File: config.mk
export PLATFORM = sky130hd
export DESIGN_NAME = ior_io_regs
export DESIGN_NICKNAME = d
export VERILOG_FILES = /design/src/ior_pkg.sv /design/src/ior_port_if.sv /design/src/ior_port.sv /design/src/ior_io_regs.sv
export SDC_FILE = /design/constraint.sdc
export NUM_CORES = 1
export LEC_CHECK = 0
export CORE_ASPECT_RATIO = 1.1
export CORE_MARGIN = 4
export CORE_UTILIZATION = 35
export CTS_CLUSTER_SIZE = 28
export DETAILED_ROUTE_END_ITERATION = 16
export DONT_BUFFER_PORTS = 1
export PLACE_DENSITY_LB_ADDON = 0.1
export SYNTH_ARGS = -nofsm -noshare
export SYNTH_HDL_FRONTEND = slang
export SYNTH_SLANG_ARGS = --single-unit
File: constraint.sdc
create_clock -name clk -period 3.86 [get_ports clk]
set_input_delay 0.386 -clock clk [delete_from_list [all_inputs] [get_ports clk]]
set_output_delay 0.386 -clock clk [all_outputs]
set_load 0.02 [all_outputs]
File: src/ior_pkg.sv
package ior_pkg;

    // Window geometry
    localparam int          IOR_ADDR_W   = 5;
    localparam int          IOR_DATA_W   = 8;
    localparam int          IOR_PORTS    = 4;

    // Register offsets
    localparam logic [4:0]  OFF_FIRST_PORT_DATA       = 5'h00;
    localparam logic [4:0]  OFF_SECOND_PORT_DATA      = 5'h01;
    localparam logic [4:0]  OFF_THIRD_PORT_DATA       = 5'h02;
    localparam logic [4:0]  OFF_FOURTH_PORT_DATA      = 5'h03;
    localparam logic [4:0]  OFF_FIRST_PORT_DIRECTION  = 5'h04;
    localparam logic [4:0]  OFF_SECOND_PORT_DIRECTION = 5'h05;
    localparam logic [4:0]  OFF_THIRD_PORT_DIRECTION  = 5'h06;
    localparam logic [4:0]  OFF_FOURTH_PORT_DIRECTION = 5'h07;
    localparam logic [4:0]  OFF_UNUSED_LOW_FIRST      = 5'h08;
    localparam logic [4:0]  OFF_UNUSED_LOW_LAST       = 5'h11;
    localparam logic [4:0]  OFF_TIMER_CONTROL         = 5'h12;
    localparam logic [4:0]  OFF_TIMER_STATUS          = 5'h13;
    localparam logic [4:0]  OFF_CAPTURE_VALUE_HIGH    = 5'h14;
    localparam logic [4:0]  OFF_CAPTURE_VALUE_LOW     = 5'h15;
    localparam logic [4:0]  OFF_COMPARE_VALUE_HIGH    = 5'h16;
    localparam logic [4:0]  OFF_COMPARE_VALUE_LOW     = 5'h17;
    localparam logic [4:0]  OFF_COUNTER_VALUE_HIGH    = 5'h18;
    localparam logic [4:0]  OFF_COUNTER_VALUE_LOW     = 5'h19;
    localparam logic [4:0]  OFF_ALTERNATE_COUNTER_HIGH = 5'h1A;
    localparam logic [4:0]  OFF_ALTERNATE_COUNTER_LOW = 5'h1B;
    localparam logic [4:0]  OFF_UNUSED_HIGH_FIRST     = 5'h1C;
    localparam logic [4:0]  OFF_UNUSED_HIGH_LAST      = 5'h1E;
    localparam logic [4:0]  OFF_RESERVED              = 5'h1F;

    // Per-port bit layout, index 0 is the first port
    typedef logic [7:0] ior_mask_t [IOR_PORTS];
    localparam ior_mask_t   PORT_BIDIR_MASK    = '{8'hFF, 8'hE0, 8'hFF, 8'h20};
    localparam ior_mask_t   PORT_INPUT_MASK    = '{8'h00, 8'h00, 8'h00, 8'h80};
    localparam ior_mask_t   PORT_DATA_ONE_MASK = '{8'h00, 8'h00, 8'h00, 8'h10};
    localparam ior_mask_t   PORT_DIR_ONE_MASK  = '{8'h00, 8'h1F, 8'h00, 8'h00};

    // Timer control field positions
    localparam int          TCTL_CAPTURE_IRQ_ENABLE  = 7;
    localparam int          TCTL_COMPARE_IRQ_ENABLE  = 6;
    localparam int          TCTL_OVERFLOW_IRQ_ENABLE = 5;
    localparam int          TCTL_CAPTURE_EDGE_SELECT = 1;
    localparam int          TCTL_COMPARE_OUTPUT_LEVEL = 0;
    localparam logic [7:0]  TCTL_WRITE_MASK          = 8'hE3;

    // Timer status field positions
    localparam int          TSTS_CAPTURE_FLAG  = 7;
    localparam int          TSTS_COMPARE_FLAG  = 6;
    localparam int          TSTS_OVERFLOW_FLAG = 5;

    // Values after reset, and the read value of unmapped offsets
    localparam logic [7:0]  RST_PORT_DATA      = 8'h00;
    localparam logic [7:0]  RST_PORT_DIRECTION = 8'h00;
    localparam logic [7:0]  RST_TIMER_CONTROL  = 8'h00;
    localparam logic [2:0]  RST_TIMER_FLAGS    = 3'h0;
    localparam logic [7:0]  RD_UNMAPPED        = 8'h00;

endpackage : ior_pkg

File: src/ior_port_if.sv
`timescale 1ns/1ps
`default_nettype none

interface ior_port_if #(
    parameter int W = 8
);
    logic [W-1:0] wdata;
    logic         data_we;
    logic         dir_we;
    logic [W-1:0] pin_in;
    logic [W-1:0] data_rd;
    logic [W-1:0] dir_rd;
    logic [W-1:0] pin_out;
    logic [W-1:0] pin_oe;

    modport ctl (
        output wdata,
        output data_we,
        output dir_we,
        output pin_in,
        input  data_rd,
        input  dir_rd,
        input  pin_out,
        input  pin_oe
    );

    modport port (
        input  wdata,
        input  data_we,
        input  dir_we,
        input  pin_in,
        output data_rd,
        output dir_rd,
        output pin_out,
        output pin_oe
    );
endinterface : ior_port_if

`default_nettype wire

File: src/ior_port.sv
`timescale 1ns/1ps
`default_nettype none

module ior_port #(
    parameter int           W            = 8,
    parameter logic [W-1:0] BIDIR_MASK   = '1,
    parameter logic [W-1:0] INPUT_MASK   = '0,
    parameter logic [W-1:0] DATA_ONE_MASK = '0,
    parameter logic [W-1:0] DIR_ONE_MASK = '0
) (
    // System
    input  wire logic clk,
    input  wire logic rst,
    // Register side and pins
    ior_port_if.port  bus
);
    logic [W-1:0] data_q;
    logic [W-1:0] dir_q;
    logic [W-1:0] next_data;
    logic [W-1:0] next_dir;

    if ((BIDIR_MASK & INPUT_MASK) != '0 || (DIR_ONE_MASK & BIDIR_MASK) != '0) begin : g_chk
        $error("ior_port: overlapping bit masks");
    end

    always_comb begin
        next_data = data_q;
        next_dir  = dir_q;
        // Latch is written even for input pins so it is ready when turned to output
        if (bus.data_we) begin
            next_data = bus.wdata & BIDIR_MASK;
        end
        if (bus.dir_we) begin
            next_dir = bus.wdata & BIDIR_MASK;
        end
    end

    always_ff @(posedge clk or posedge rst) begin
        if (rst) begin
            data_q <= ior_pkg::RST_PORT_DATA[W-1:0];
            dir_q  <= ior_pkg::RST_PORT_DIRECTION[W-1:0];
        end else begin
            data_q <= next_data;
            dir_q  <= next_dir;
        end
    end

    assign bus.pin_out = data_q & dir_q;
    assign bus.pin_oe  = dir_q & BIDIR_MASK;
    // Output bits read the latch, input bits the pin, missing bits a constant
    assign bus.data_rd = (BIDIR_MASK & dir_q & data_q)
                       | (BIDIR_MASK & ~dir_q & bus.pin_in)
                       | (INPUT_MASK & bus.pin_in)
                       | DATA_ONE_MASK;
    assign bus.dir_rd  = (dir_q & BIDIR_MASK) | DIR_ONE_MASK;

endmodule : ior_port

`default_nettype wire

File: src/ior_io_regs.sv
`timescale 1ns/1ps
`default_nettype none

module ior_io_regs #(
    parameter int W = ior_pkg::IOR_DATA_W
) (
    // System
    input  wire logic                        clk,
    input  wire logic                        rst,
    // Internal memory bus
    input  wire logic                        bus_sel,
    input  wire logic                        bus_rd,
    input  wire logic                        bus_wr,
    input  wire logic [4:0]                  bus_addr,
    input  wire logic [W-1:0]                bus_wdata,
    output logic      [W-1:0]                bus_rdata,
    output logic                             bus_rvalid,
    // Port pins, index 0 is the first port
    input  wire logic [3:0][W-1:0]           port_pin_in,
    output logic      [3:0][W-1:0]           port_pin_out,
    output logic      [3:0][W-1:0]           port_pin_oe,
    // Timer core values and events
    input  wire logic [15:0]                 counter_value,
    input  wire logic [15:0]                 capture_value,
    input  wire logic                        capture_event,
    input  wire logic                        compare_event,
    input  wire logic                        overflow_event,
    // Timer controls
    output logic                             capture_irq_enable,
    output logic                             compare_irq_enable,
    output logic                             overflow_irq_enable,
    output logic                             capture_edge_select,
    output logic                             compare_output_level,
    output logic      [15:0]                 compare_value,
    output logic                             capture_inhibit,
    output logic                             timer_irq_request,
    output logic                             capture_input_pin
);
    localparam int NP = ior_pkg::IOR_PORTS;

    if (W != 8) begin : g_chk
        $error("ior_io_regs: data width must be 8");
    end

    // Access strobes; under reset nothing is taken
    logic rd_take;
    logic wr_take;
    assign rd_take = bus_sel & bus_rd;
    assign wr_take = bus_sel & bus_wr;

    // Ports
    ior_port_if #(.W(W)) pif [NP] ();
    logic [NP-1:0][W-1:0] port_data_rd;
    logic [NP-1:0][W-1:0] port_dir_rd;

    for (genvar i = 0; i < NP; i++) begin : g_port
        assign pif[i].wdata   = bus_wdata;
        assign pif[i].data_we = wr_take && (bus_addr == 5'(i));
        assign pif[i].dir_we  = wr_take && (bus_addr == 5'(i + NP));
        assign pif[i].pin_in  = port_pin_in[i];
        assign port_data_rd[i] = pif[i].data_rd;
        assign port_dir_rd[i]  = pif[i].dir_rd;
        assign port_pin_out[i] = pif[i].pin_out;
        assign port_pin_oe[i]  = pif[i].pin_oe;

        ior_port #(
            .W            (W),
            .BIDIR_MASK   (ior_pkg::PORT_BIDIR_MASK[i]),
            .INPUT_MASK   (ior_pkg::PORT_INPUT_MASK[i]),
            .DATA_ONE_MASK(ior_pkg::PORT_DATA_ONE_MASK[i]),
            .DIR_ONE_MASK (ior_pkg::PORT_DIR_ONE_MASK[i])
        ) u_port (
            .clk(clk),
            .rst(rst),
            .bus(pif[i])
        );
    end

    // Shared pin: fourth port bit 7 is also the capture input
    assign capture_input_pin = port_pin_in[3][7];

    // Timer register group
    logic [W-1:0] tctl;
    logic [2:0]   flags;
    logic [2:0]   armed;
    logic [W-1:0] cnt_buf;
    logic         cnt_latched;
    logic         cap_hold;
    logic [W-1:0] next_tctl;
    logic [2:0]   next_flags;
    logic [2:0]   next_armed;
    logic [W-1:0] next_cnt_buf;
    logic         next_cnt_latched;
    logic         next_cap_hold;

    // Flag vector index: 2 capture, 1 compare, 0 overflow
    logic [2:0] flag_event;
    logic [2:0] flag_clear;
    assign flag_event = {capture_event, compare_event, overflow_event};

    always_comb begin
        flag_clear[0] = rd_take && (bus_addr == ior_pkg::OFF_COUNTER_VALUE_LOW) && armed[0];
        flag_clear[1] = wr_take && (bus_addr == ior_pkg::OFF_COMPARE_VALUE_LOW) && armed[1];
        flag_clear[2] = rd_take && (bus_addr == ior_pkg::OFF_CAPTURE_VALUE_LOW) && armed[2];
    end

    always_comb begin
        next_tctl        = tctl;
        next_flags       = flags;
        next_armed       = armed;
        next_cnt_buf     = cnt_buf;
        next_cnt_latched = cnt_latched;
        next_cap_hold    = cap_hold;
        if (wr_take && bus_addr == ior_pkg::OFF_TIMER_CONTROL) begin
            next_tctl = bus_wdata & ior_pkg::TCTL_WRITE_MASK;
        end
        // Status read arms only flags seen set, so later events need a fresh read
        if (rd_take && bus_addr == ior_pkg::OFF_TIMER_STATUS) begin
            next_armed = flags;
        end
        next_armed = next_armed & ~flag_clear;
        // An event in the clearing cycle survives
        next_flags = (flags & ~flag_clear) | flag_event;
        // Low byte frozen by the first high read, released by the low read
        if (rd_take && (bus_addr == ior_pkg::OFF_COUNTER_VALUE_HIGH ||
                        bus_addr == ior_pkg::OFF_ALTERNATE_COUNTER_HIGH) && !cnt_latched) begin
            next_cnt_buf     = counter_value[7:0];
            next_cnt_latched = 1'b1;
        end
        if (rd_take && (bus_addr == ior_pkg::OFF_COUNTER_VALUE_LOW ||
                        bus_addr == ior_pkg::OFF_ALTERNATE_COUNTER_LOW)) begin
            next_cnt_latched = 1'b0;
        end
        if (rd_take && bus_addr == ior_pkg::OFF_CAPTURE_VALUE_HIGH) begin
            next_cap_hold = 1'b1;
        end
        if (rd_take && bus_addr == ior_pkg::OFF_CAPTURE_VALUE_LOW) begin
            next_cap_hold = 1'b0;
        end
    end

    always_ff @(posedge clk or posedge rst) begin
        if (rst) begin
            tctl        <= ior_pkg::RST_TIMER_CONTROL;
            flags       <= ior_pkg::RST_TIMER_FLAGS;
            armed       <= 3'h0;
            cnt_buf     <= 8'h00;
            cnt_latched <= 1'b0;
            cap_hold    <= 1'b0;
        end else begin
            tctl        <= next_tctl;
            flags       <= next_flags;
            armed       <= next_armed;
            cnt_buf     <= next_cnt_buf;
            cnt_latched <= next_cnt_latched;
            cap_hold    <= next_cap_hold;
        end
    end

    // Compare word is storage the reset leaves alone, so it has no reset branch
    logic [15:0] cmp_q;
    logic [15:0] next_cmp;

    always_comb begin
        next_cmp = cmp_q;
        if (wr_take && bus_addr == ior_pkg::OFF_COMPARE_VALUE_HIGH) begin
            next_cmp[15:8] = bus_wdata;
        end
        if (wr_take && bus_addr == ior_pkg::OFF_COMPARE_VALUE_LOW) begin
            next_cmp[7:0] = bus_wdata;
        end
    end

    always_ff @(posedge clk) begin
        if (!rst) begin
            cmp_q <= next_cmp;
        end
    end

    // Read path
    logic [W-1:0] tsts;
    logic [W-1:0] cnt_low;
    logic [W-1:0] rd_mux;
    logic [W-1:0] next_rdata;
    logic         next_rvalid;

    always_comb begin
        tsts = 8'h00;
        tsts[ior_pkg::TSTS_CAPTURE_FLAG]  = flags[2];
        tsts[ior_pkg::TSTS_COMPARE_FLAG]  = flags[1];
        tsts[ior_pkg::TSTS_OVERFLOW_FLAG] = flags[0];
        cnt_low = cnt_latched ? cnt_buf : counter_value[7:0];
    end

    always_comb begin
        rd_mux = ior_pkg::RD_UNMAPPED;
        unique case (bus_addr)
            ior_pkg::OFF_FIRST_PORT_DATA,
            ior_pkg::OFF_SECOND_PORT_DATA,
            ior_pkg::OFF_THIRD_PORT_DATA,
            ior_pkg::OFF_FOURTH_PORT_DATA:       rd_mux = port_data_rd[bus_addr[1:0]];
            ior_pkg::OFF_FIRST_PORT_DIRECTION,
            ior_pkg::OFF_SECOND_PORT_DIRECTION,
            ior_pkg::OFF_THIRD_PORT_DIRECTION,
            ior_pkg::OFF_FOURTH_PORT_DIRECTION:  rd_mux = port_dir_rd[bus_addr[1:0]];
            ior_pkg::OFF_TIMER_CONTROL:          rd_mux = tctl;
            ior_pkg::OFF_TIMER_STATUS:           rd_mux = tsts;
            ior_pkg::OFF_CAPTURE_VALUE_HIGH:     rd_mux = capture_value[15:8];
            ior_pkg::OFF_CAPTURE_VALUE_LOW:      rd_mux = capture_value[7:0];
            ior_pkg::OFF_COMPARE_VALUE_HIGH:     rd_mux = cmp_q[15:8];
            ior_pkg::OFF_COMPARE_VALUE_LOW:      rd_mux = cmp_q[7:0];
            ior_pkg::OFF_COUNTER_VALUE_HIGH,
            ior_pkg::OFF_ALTERNATE_COUNTER_HIGH: rd_mux = counter_value[15:8];
            ior_pkg::OFF_COUNTER_VALUE_LOW,
            ior_pkg::OFF_ALTERNATE_COUNTER_LOW:  rd_mux = cnt_low;
            default:                             rd_mux = ior_pkg::RD_UNMAPPED;
        endcase
    end

    always_comb begin
        next_rvalid = rd_take;
        next_rdata  = rd_take ? rd_mux : bus_rdata;
    end

    always_ff @(posedge clk or posedge rst) begin
        if (rst) begin
            bus_rdata  <= 8'h00;
            bus_rvalid <= 1'b0;
        end else begin
            bus_rdata  <= next_rdata;
            bus_rvalid <= next_rvalid;
        end
    end

    // Timer-facing outputs
    assign capture_irq_enable   = tctl[ior_pkg::TCTL_CAPTURE_IRQ_ENABLE];
    assign compare_irq_enable   = tctl[ior_pkg::TCTL_COMPARE_IRQ_ENABLE];
    assign overflow_irq_enable  = tctl[ior_pkg::TCTL_OVERFLOW_IRQ_ENABLE];
    assign capture_edge_select  = tctl[ior_pkg::TCTL_CAPTURE_EDGE_SELECT];
    assign compare_output_level = tctl[ior_pkg::TCTL_COMPARE_OUTPUT_LEVEL];
    assign compare_value        = cmp_q;
    assign capture_inhibit      = cap_hold;
    assign timer_irq_request    = |(flags & {capture_irq_enable, compare_irq_enable, overflow_irq_enable});

endmodule : ior_io_regs

`default_nettype wire

==> results of run 1 <==
metal layers:
metal / up-vias / share of wire [%]
met5: - / 0
met4: 0 / 2.2
met3: 21 / 7.1
met2: 122 / 49
met1: 1660 / 41
li1: 1458 / -
final cells by class:
cell class	count	area [µm²]
clock buffers	10	229.0
clock inverters	6	52.55
fillers	1329	8152
inverters	16	60.06
multi-input cells	289	2201
flip-flops and latches	86	2232
well taps	161	201.4
repair buffers	4	30.03
kinds of logic after synthesis:
group	after synthesis	synth area share (%)
AO/OA/AOI/OAI	76	11.71
buffers and inverters	57	7.022
flip-flops	86	47.82
multiplexers	79	19.16
other	1	0.08033
AND/OR/NAND/NOR	110	14.21
worst paths after layout:
path / startpoint / to / slack (ps) / cells past startpoint
hold reg to reg: g_port[2].u_port.data_q[6] / g_port[2].u_port.data_q[6] / 500 / 1
setup / recovery: g_port[2].u_port.bus.dir_rd[5] / bus_rdata[5] / 1930 / 5
hold / removal: rst / cnt_buf[5] / 90 / 1
setup reg to reg: g_port[2].u_port.bus.dir_rd[5] / bus_rdata[5] / 1930 / 5
min in group clk: bus_wdata[4] / compare_value[4] / 130 / 0
max in group asynchronous: rst / bus_rdata[7] / 2940 / 2
cells in the mapped netlist (3+ instances only):
cell	instances
sky130_fd_sc_hd__inv_1	16
sky130_fd_sc_hd__a221oi_1	5
sky130_fd_sc_hd__o311ai_0	3
sky130_fd_sc_hd__clkbuf_1	4
sky130_fd_sc_hd__nand3_1	5
sky130_fd_sc_hd__nand2b_1	7
sky130_fd_sc_hd__nand3b_1	6
sky130_fd_sc_hd__nand4_1	5
sky130_fd_sc_hd__mux4_2	3
sky130_fd_sc_hd__buf_4	25
sky130_fd_sc_hd__a21oi_1	21
sky130_fd_sc_hd__edfxtp_1	16
sky130_fd_sc_hd__a211oi_1	6
sky130_fd_sc_hd__a222oi_1	4
sky130_fd_sc_hd__o21ai_0	7
sky130_fd_sc_hd__and3b_1	3
sky130_fd_sc_hd__mux2_2	53
sky130_fd_sc_hd__nor2b_1	6
sky130_fd_sc_hd__mux2i_1	23
sky130_fd_sc_hd__a22oi_1	6
sky130_fd_sc_hd__a22o_1	7
sky130_fd_sc_hd__buf_2	9
sky130_fd_sc_hd__nand2_1	11
sky130_fd_sc_hd__nor2_1	23
sky130_fd_sc_hd__dfrtp_1	70
sky130_fd_sc_hd__and2_1	20
sky130_fd_sc_hd__nor3_1	8
power groups by stage:
stage                     logic [µW]  registers [µW]  clock network (µW)
final                            301            1180                 842
after global routing             334            1200                 910
after CTS                        304            1190                 867
after detailed placement         303            1200                   0
after global placement           298            1200                   0
after floorplan                  302            1160                   0
stage by stage:
step | total power [µW] | cell area, µm²
6_report | 2326 | 5006
5_1_grt | 2446 | 5006
4_1_cts | 2358 | 5006
3_5_place_dp | 1508 | 4725
3_3_place_gp | 1498 | 4725
2_1_floorplan | 1458 | 4755
critical path, cell delays in order, from the launching register on:
cell                        delay (ps)
sky130_fd_sc_hd__dfrtp_1           520
sky130_fd_sc_hd__and2_1            340
sky130_fd_sc_hd__a21oi_1            80
sky130_fd_sc_hd__mux4_2            500
sky130_fd_sc_hd__o2111ai_1         250
sky130_fd_sc_hd__a22o_1            160
state kept, by name, summed over array words and instances (netlist names):
name / flops
compare_value: 16
bus_rdata: 8
g_port.u_port.dir_q: 4
capture_inhibit: 1
g_port.u_port.data_q: 20
armed: 3
cnt_latched: 1
tctl: 5
g_port.u_port.bus.dir_rd: 16
bus_rvalid: 1
flags: 3
cnt_buf: 8
==> results.rst, run 1 <==
.. list-table::
   :header-rows: 1

   * - Metric
     - Value
   * - Outcome
     - finished, final reports clean
   * - Final GP Congestion
     - 0.8067
   * - Main area contributors after synthesis
     - sky130_fd_sc_hd__dfrtp_1, sky130_fd_sc_hd__mux2_2, sky130_fd_sc_hd__edfxtp_1
   * - EDFF count, synth
     - 16
   * - Post-synth top area share
     - 37.52%
   * - Worst-case vdd ir drop
     - 179.3 µV
   * - Sequential fraction of design power
     - 50.9%
   * - Endpoint kind of the worst setup timing path
     - register
   * - Hold_buf cts
     - 0
   * - DP Wirelength
     - 10,740 µm
   * - GRT Resource Usage Total
     - 18.73%
   * - Place WS
     - 1814 ps
   * - Tightest Pin Transition
     - 962.4 ps
   * - Cell-internal power
     - 1663 µW
   * - Total inserted antenna cells
     - 0
   * - Reported net switching power
     - 663.6 µW
   * - Placeable core region
     - 0.01316 mm²
   * - Total overflow reported by the global router
     - 0
   * - Post-CTS setup repair buffer count
     - 0
   * - Power density over cell area
     - 464.7 mW/mm²
   * - Clock share of power
     - 36.2%
   * - Worst Path Arrival
     - 2200 ps
   * - Clock-pin slew reported for the worst setup and hold paths after clock tree synthesis
     - 60 ps
   * - Detailed-route via count
     - 3,261
   * - Effective utilization at floorplan
     - 35.48%
   * - Sum of routed wire length over all layers
     - 14,350 µm
   * - Number of global-route vias before repair
     - 3,357
   * - DRC violation count after routing
     - 0
   * - Initial antenna violation count
     - 0
   * - Number of failing setup endpoints in the final timing report
     - 0
   * - Total CTS buffers
     - 9
   * - Data required time at the worst endpoint
     - 4140 ps
   * - Library cells used by synthesis
     - 58
   * - Wire length of the first global-routing pass
     - 21,380 µm
   * - Met2 GRT Util
     - 31.05%
   * - Die Area
     - 0.01525 mm²
   * - Largest net degree at the start of global routing
     - 45
   * - # rows
     - 44
   * - Overall die width
     - 118.1 µm
   * - Maximum clock rate
     - 519.1 MHz
   * - Max_cap viols
     - 0
   * - Net switching fraction of the power
     - 28.52%
   * - Final cycle utilization of the critical path
     - 49.91%
   * - Layout Area Growth over Synthesis
     - 7.237%
   * - Setup TNS
     - 0 ps
   * - PortBufs
     - 0
   * - Level count of the clock H-tree
     - 3
   * - Cells resized by post-CTS repair
     - 0
   * - Crit path setup slack, layout
     - 1934 ps
   * - Proportion of synthesized chip area in sequential cells
     - 47.82%
   * - Remaining number of nets flagged by the antenna check after routing
     - 0
   * - Global routing met3 resource utilization
     - 5.107%
   * - Detail-routed via count per cell
     - 5.701
   * - Met1 capacity usage during global routing
     - 23.32%
   * - Flops & latches, synth
     - 86
   * - Largest area contributor in the synthesized netlist
     - sky130_fd_sc_hd__dfrtp_1
   * - Kind of start point of the critical path
     - register
   * - Hold/Removal Path Class
     - in2async
   * - Leakage power
     - 0.002115 µW
   * - Ratio of cells with drive above 1 in the final layout
     - 21.17%
   * - Synthesized area per cell
     - 11.41 µm²
   * - Commonest cells after routing, fill and taps aside
     - sky130_fd_sc_hd__dfrtp_1, sky130_fd_sc_hd__mux2_2, sky130_fd_sc_hd__conb_1
   * - CTS tree
     - built
   * - Inst Count DP
     - 556
   * - Die boundary height
     - 129.1 µm
   * - Max-slew headroom at the worst pin
     - 35.60%
   * - Worst-case clock buffer depth
     - 2
   * - Post-route clock skew
     - 5.584 ps
   * - Routed wirelength normalized by instance count
     - 25.09 µm
   * - Clock latency on the worst-skew pair
     - 340 ps
   * - Primary FF master, synth
     - sky130_fd_sc_hd__dfrtp_1
   * - Final slew viol count
     - 0
   * - Post-synthesis cell area
     - 0.004668 mm²
   * - Unrepaired setup endpoints after global routing
     - no
   * - Count of synthesis-stage warnings from yosys
     - 0
   * - Post-layout utilization of the core
     - 38.05%
   * - # IOs
     - 182
   * - Time the worst path needs with I/O delays and setup
     - 1926 ps
   * - Logic pwr share
     - 12.9%
   * - Synth Instances
     - 409
   * - Number of non-filler instances in the completed layout
     - 572
   * - Clock Tree Root
     - sky130_fd_sc_hd__clkbuf_16
   * - Total iterations of the first detailed-routing run
     - 4
   * - Fraction of registers with async set or reset after synthesis
     - 81.40%
   * - Critical path type
     - reg2reg
   * - Most common cell after layout, fill and taps aside
     - sky130_fd_sc_hd__dfrtp_1
   * - WHS
     - 90.96 ps
   * - Worst Path Max Fanout
     - 5
   * - Most Used Layer, Global Route
     - met2
   * - 1st-iter DRT viols
     - 153
   * - Hold Violations, Final
     - 0
   * - Net count of the finished layout
     - 491
   * - Clk sinks
     - 86
(Power assumes the default switching activity.)
==> run 2, diff against run 1 <==
==> constraint.sdc (replaced) <==
create_clock -name clk -period 1.6 [get_ports clk]
set_input_delay 0.16 -clock clk [delete_from_list [all_inputs] [get_ports clk]]
set_output_delay 0.16 -clock clk [all_outputs]
set_load 0.02 [all_outputs]
==> results.rst, run 2 (same netlist as run 1, synthesis figures left out) <==
.. list-table::
   :header-rows: 1

   * - Metric
     - Value
   * - Place WS
     - -71.74 ps (-1886 ps)
   * - # rows
     - 44 (unchanged)
   * - Number of non-filler instances in the completed layout
     - 675 (+18%)
   * - Commonest cells after routing, fill and taps aside
     - sky130_fd_sc_hd__buf_4, sky130_fd_sc_hd__dfrtp_1, sky130_fd_sc_hd__mux2_2
   * - Total CTS buffers
     - 9 (unchanged)
   * - Crit path setup slack, layout
     - -25.20 ps (-1959 ps)
   * - Sum of routed wire length over all layers
     - 14,830 µm (+3.3%)
   * - Die Area
     - 0.01525 mm² (unchanged)
   * - Placeable core region
     - 0.01316 mm² (unchanged)
   * - Level count of the clock H-tree
     - 3 (unchanged)
   * - Inst Count DP
     - 637 (+15%)
   * - Clock-pin slew reported for the worst setup and hold paths after clock tree synthesis
     - 70 ps (about the same)
   * - DP Wirelength
     - 11,170 µm (+4.0%)
   * - PortBufs
     - 0 (unchanged)
   * - Worst Path Arrival
     - 1850 ps (-350 ps)
   * - Origin of the worst setup path
     - g_port[3].u_port.dir_q[5]
   * - Time the worst path needs with I/O delays and setup
     - 1625 ps (-301.2 ps)
   * - GRT Resource Usage Total
     - 19.36% (+0.63 points)
   * - Worst Path Max Fanout
     - 3 (-2)
   * - Ratio of cells with drive above 1 in the final layout
     - 35.99% (+15 points)
   * - Number of failing setup endpoints in the final timing report
     - 1 (+1)
   * - Largest net degree at the start of global routing
     - 45 (unchanged)
   * - Tightest Pin Transition
     - 619.0 ps (-343.4 ps)
   * - Detail-routed via count per cell
     - 5.313 (-6.8%)
   * - Critical Path End
     - bus_rdata[5]
   * - Clock latency on the worst-skew pair
     - 340 ps (about the same)
   * - Total Power
     - 6156 µW (+160%)
   * - Endpoint of the worst register-to-register path
     - bus_rdata[5]
   * - Worst-case clock buffer depth
     - 2 (unchanged)
   * - Number of fill cells
     - 1,231 (-7.4%)
   * - Worst-case vdd ir drop
     - 426.6 µV (+140%)
   * - Cell-internal power
     - 4448 µW (+170%)
   * - Final slew viol count
     - 0 (unchanged)
   * - Clock share of power
     - 36.2% (about the same)
   * - Die boundary height
     - 129.1 µm (unchanged)
   * - Total overflow reported by the global router
     - 0 (unchanged)
   * - Initial antenna violation count
     - 0 (unchanged)
   * - Kind of start point of the critical path
     - register
   * - DRC violation count after routing
     - 0 (unchanged)
   * - Total inserted antenna cells
     - 0 (unchanged)
   * - Hold Violations, Final
     - 0 (unchanged)
   * - Hold/Removal Path Class
     - in2reg
   * - Logic pwr share
     - 20.0% (+7.1 points)
   * - Outcome
     - finished, violations left
   * - Max_cap viols
     - 0 (unchanged)
   * - Wire length of the first global-routing pass
     - 22,580 µm (+5.6%)
   * - CTS tree
     - built
   * - Startpoint of the most critical register-to-register path
     - g_port[3].u_port.dir_q[5]
   * - Critical path type
     - reg2reg
   * - Cell depth of the worst flop-to-flop path
     - 4 (-1)
   * - Endpoint kind of the worst setup timing path
     - register
   * - Number of flip-flops in the largest register
     - 20 (unchanged)
   * - Clock Tree Root
     - sky130_fd_sc_hd__clkbuf_16
   * - Remaining number of nets flagged by the antenna check after routing
     - 0 (unchanged)
   * - # IOs
     - 182 (unchanged)
   * - Reported net switching power
     - 1708 µW (+160%)
   * - Unrepaired setup endpoints after global routing
     - yes
   * - Overall die width
     - 118.1 µm (unchanged)
   * - Post-route clock skew
     - 7.037 ps (+1.453 ps)
   * - Power density over cell area
     - 1029 mW/mm² (+120%)
   * - Data required time at the worst endpoint
     - 1830 ps (-2310 ps)
   * - Detailed-route via count
     - 3,586 (+10%)
   * - Most common cell after layout, fill and taps aside
     - sky130_fd_sc_hd__buf_4
   * - Max-slew headroom at the worst pin
     - 58.66% (+23 points)
   * - Leakage power
     - 0.002659 µW (+26%)
   * - Number of global-route vias before repair
     - 3,789 (+13%)
   * - Minimum setup slack among reg-to-reg paths
     - -30 ps (-1960 ps)
   * - Final cycle utilization of the critical path
     - 101.6% (+52 points)
   * - Register containing the most flip-flops in the final layout
     - g_port.u_port.data_q
   * - Violated checks
     - setup timing
   * - Total iterations of the first detailed-routing run
     - 4 (unchanged)
   * - Net count of the finished layout
     - 594 (+21%)
   * - Final GP Congestion
     - 0.7992 (-0.93%)
   * - Clk sinks
     - 86 (unchanged)
   * - Routed wirelength normalized by instance count
     - 21.97 µm (-12%)
   * - Effective utilization at floorplan
     - 35.48% (unchanged)
   * - Maximum clock rate
     - 615.3 MHz (+19%)
   * - Sequential fraction of design power
     - 43.8% (-7.1 points)
   * - Layout Area Growth over Synthesis
     - 28.14%
   * - Net switching fraction of the power
     - 27.74% (-0.78 points)
   * - 1st-iter DRT viols
     - 179 (+17%)
-- run 2: cell count changes in the layout (fill, tap and decap cells not counted), moves of 4 or more --
cell | previous run | this run
sky130_fd_sc_hd__and2_1 | 20 | 16
sky130_fd_sc_hd__and2_2 | 0 | 4
sky130_fd_sc_hd__buf_4 | 4 | 81
sky130_fd_sc_hd__dfrtp_1 | 70 | 66
sky130_fd_sc_hd__dfrtp_2 | 0 | 4
sky130_fd_sc_hd__dlygate4sd3_1 | 0 | 21
-- run 2: timing repair --
action                                 in CTS  in global routing
buffers inserted                            0                  1
pin swaps                                   3                  4
hold buffers                               21                  0
gates resized for setup                     3                  9
endpoints found under the hold margin     118                  0
setup endpoints to repair                   9                 12
-- run 2: worst min path at each step --
stage	slack [ps]	start	cells past startpoint	to
after floorplan	250	overflow_event	1	flags[0]
after global placement	1	rst	1	bus_rdata[6]
after detailed placement	8	rst	1	bus_rdata[6]
after CTS	40	bus_addr[4]	3	flags[1]
after global routing	70	bus_addr[4]	3	flags[1]
final	50	bus_addr[4]	3	flags[1]
-- run 2: cell type report --
cell class,count,area (µm²),share of cell area (%)
repair buffers,107,900.9,15.06
flip-flops and latches,86,2237,37.40
multi-input cells,289,2270,37.94
clock inverters,4,72.57,1.213
inverters,16,63.81,1.067
clock buffers,12,236.5,3.953
well taps,161,201.4,3.367
-- run 2: stage by stage --
step                      cell area, µm²  utilization [%]  TNS [ps]  hold WS (ps)
final                               5982            45.46    -25.20         54.36
after global routing                5982            45.46    -112.3         66.54
after CTS                           5924            45.03    -27.08         44.94
after detailed placement            5398            41.02    -92.51         7.906
after global placement              5398            41.02    -168.7        0.9786
after floorplan                     4792                -    -300.9         252.3
-- run 2: routing by layer --
metal / global-route usage, % / wire length (µm) / vias to the layer above
met5: 0 / 0 / -
met4: 8.207 / 327 / 0
met3: 4.059 / 905 / 20
met2: 31.65 / 7141 / 113
met1: 25.14 / 6453 / 1782
li1: - / - / 1671
-- run 2: power groups by stage --
stage | registers (µW) | logic, µW | clock network, µW
finish | 2700 | 1230 | 2230
global route | 2730 | 1330 | 2370
CTS | 2700 | 1200 | 2280
detailed placement | 2740 | 1130 | 0
global placement | 2730 | 1110 | 0
floorplan | 2790 | 734 | 0
-- run 2: worst max-delay path, cell delays in order, from the launching register on --
cell and delay (ps):
sky130_fd_sc_hd__dfrtp_2 410, sky130_fd_sc_hd__mux4_2 510, sky130_fd_sc_hd__a221oi_2 260, sky130_fd_sc_hd__o2111ai_2 140, sky130_fd_sc_hd__a22o_1 190
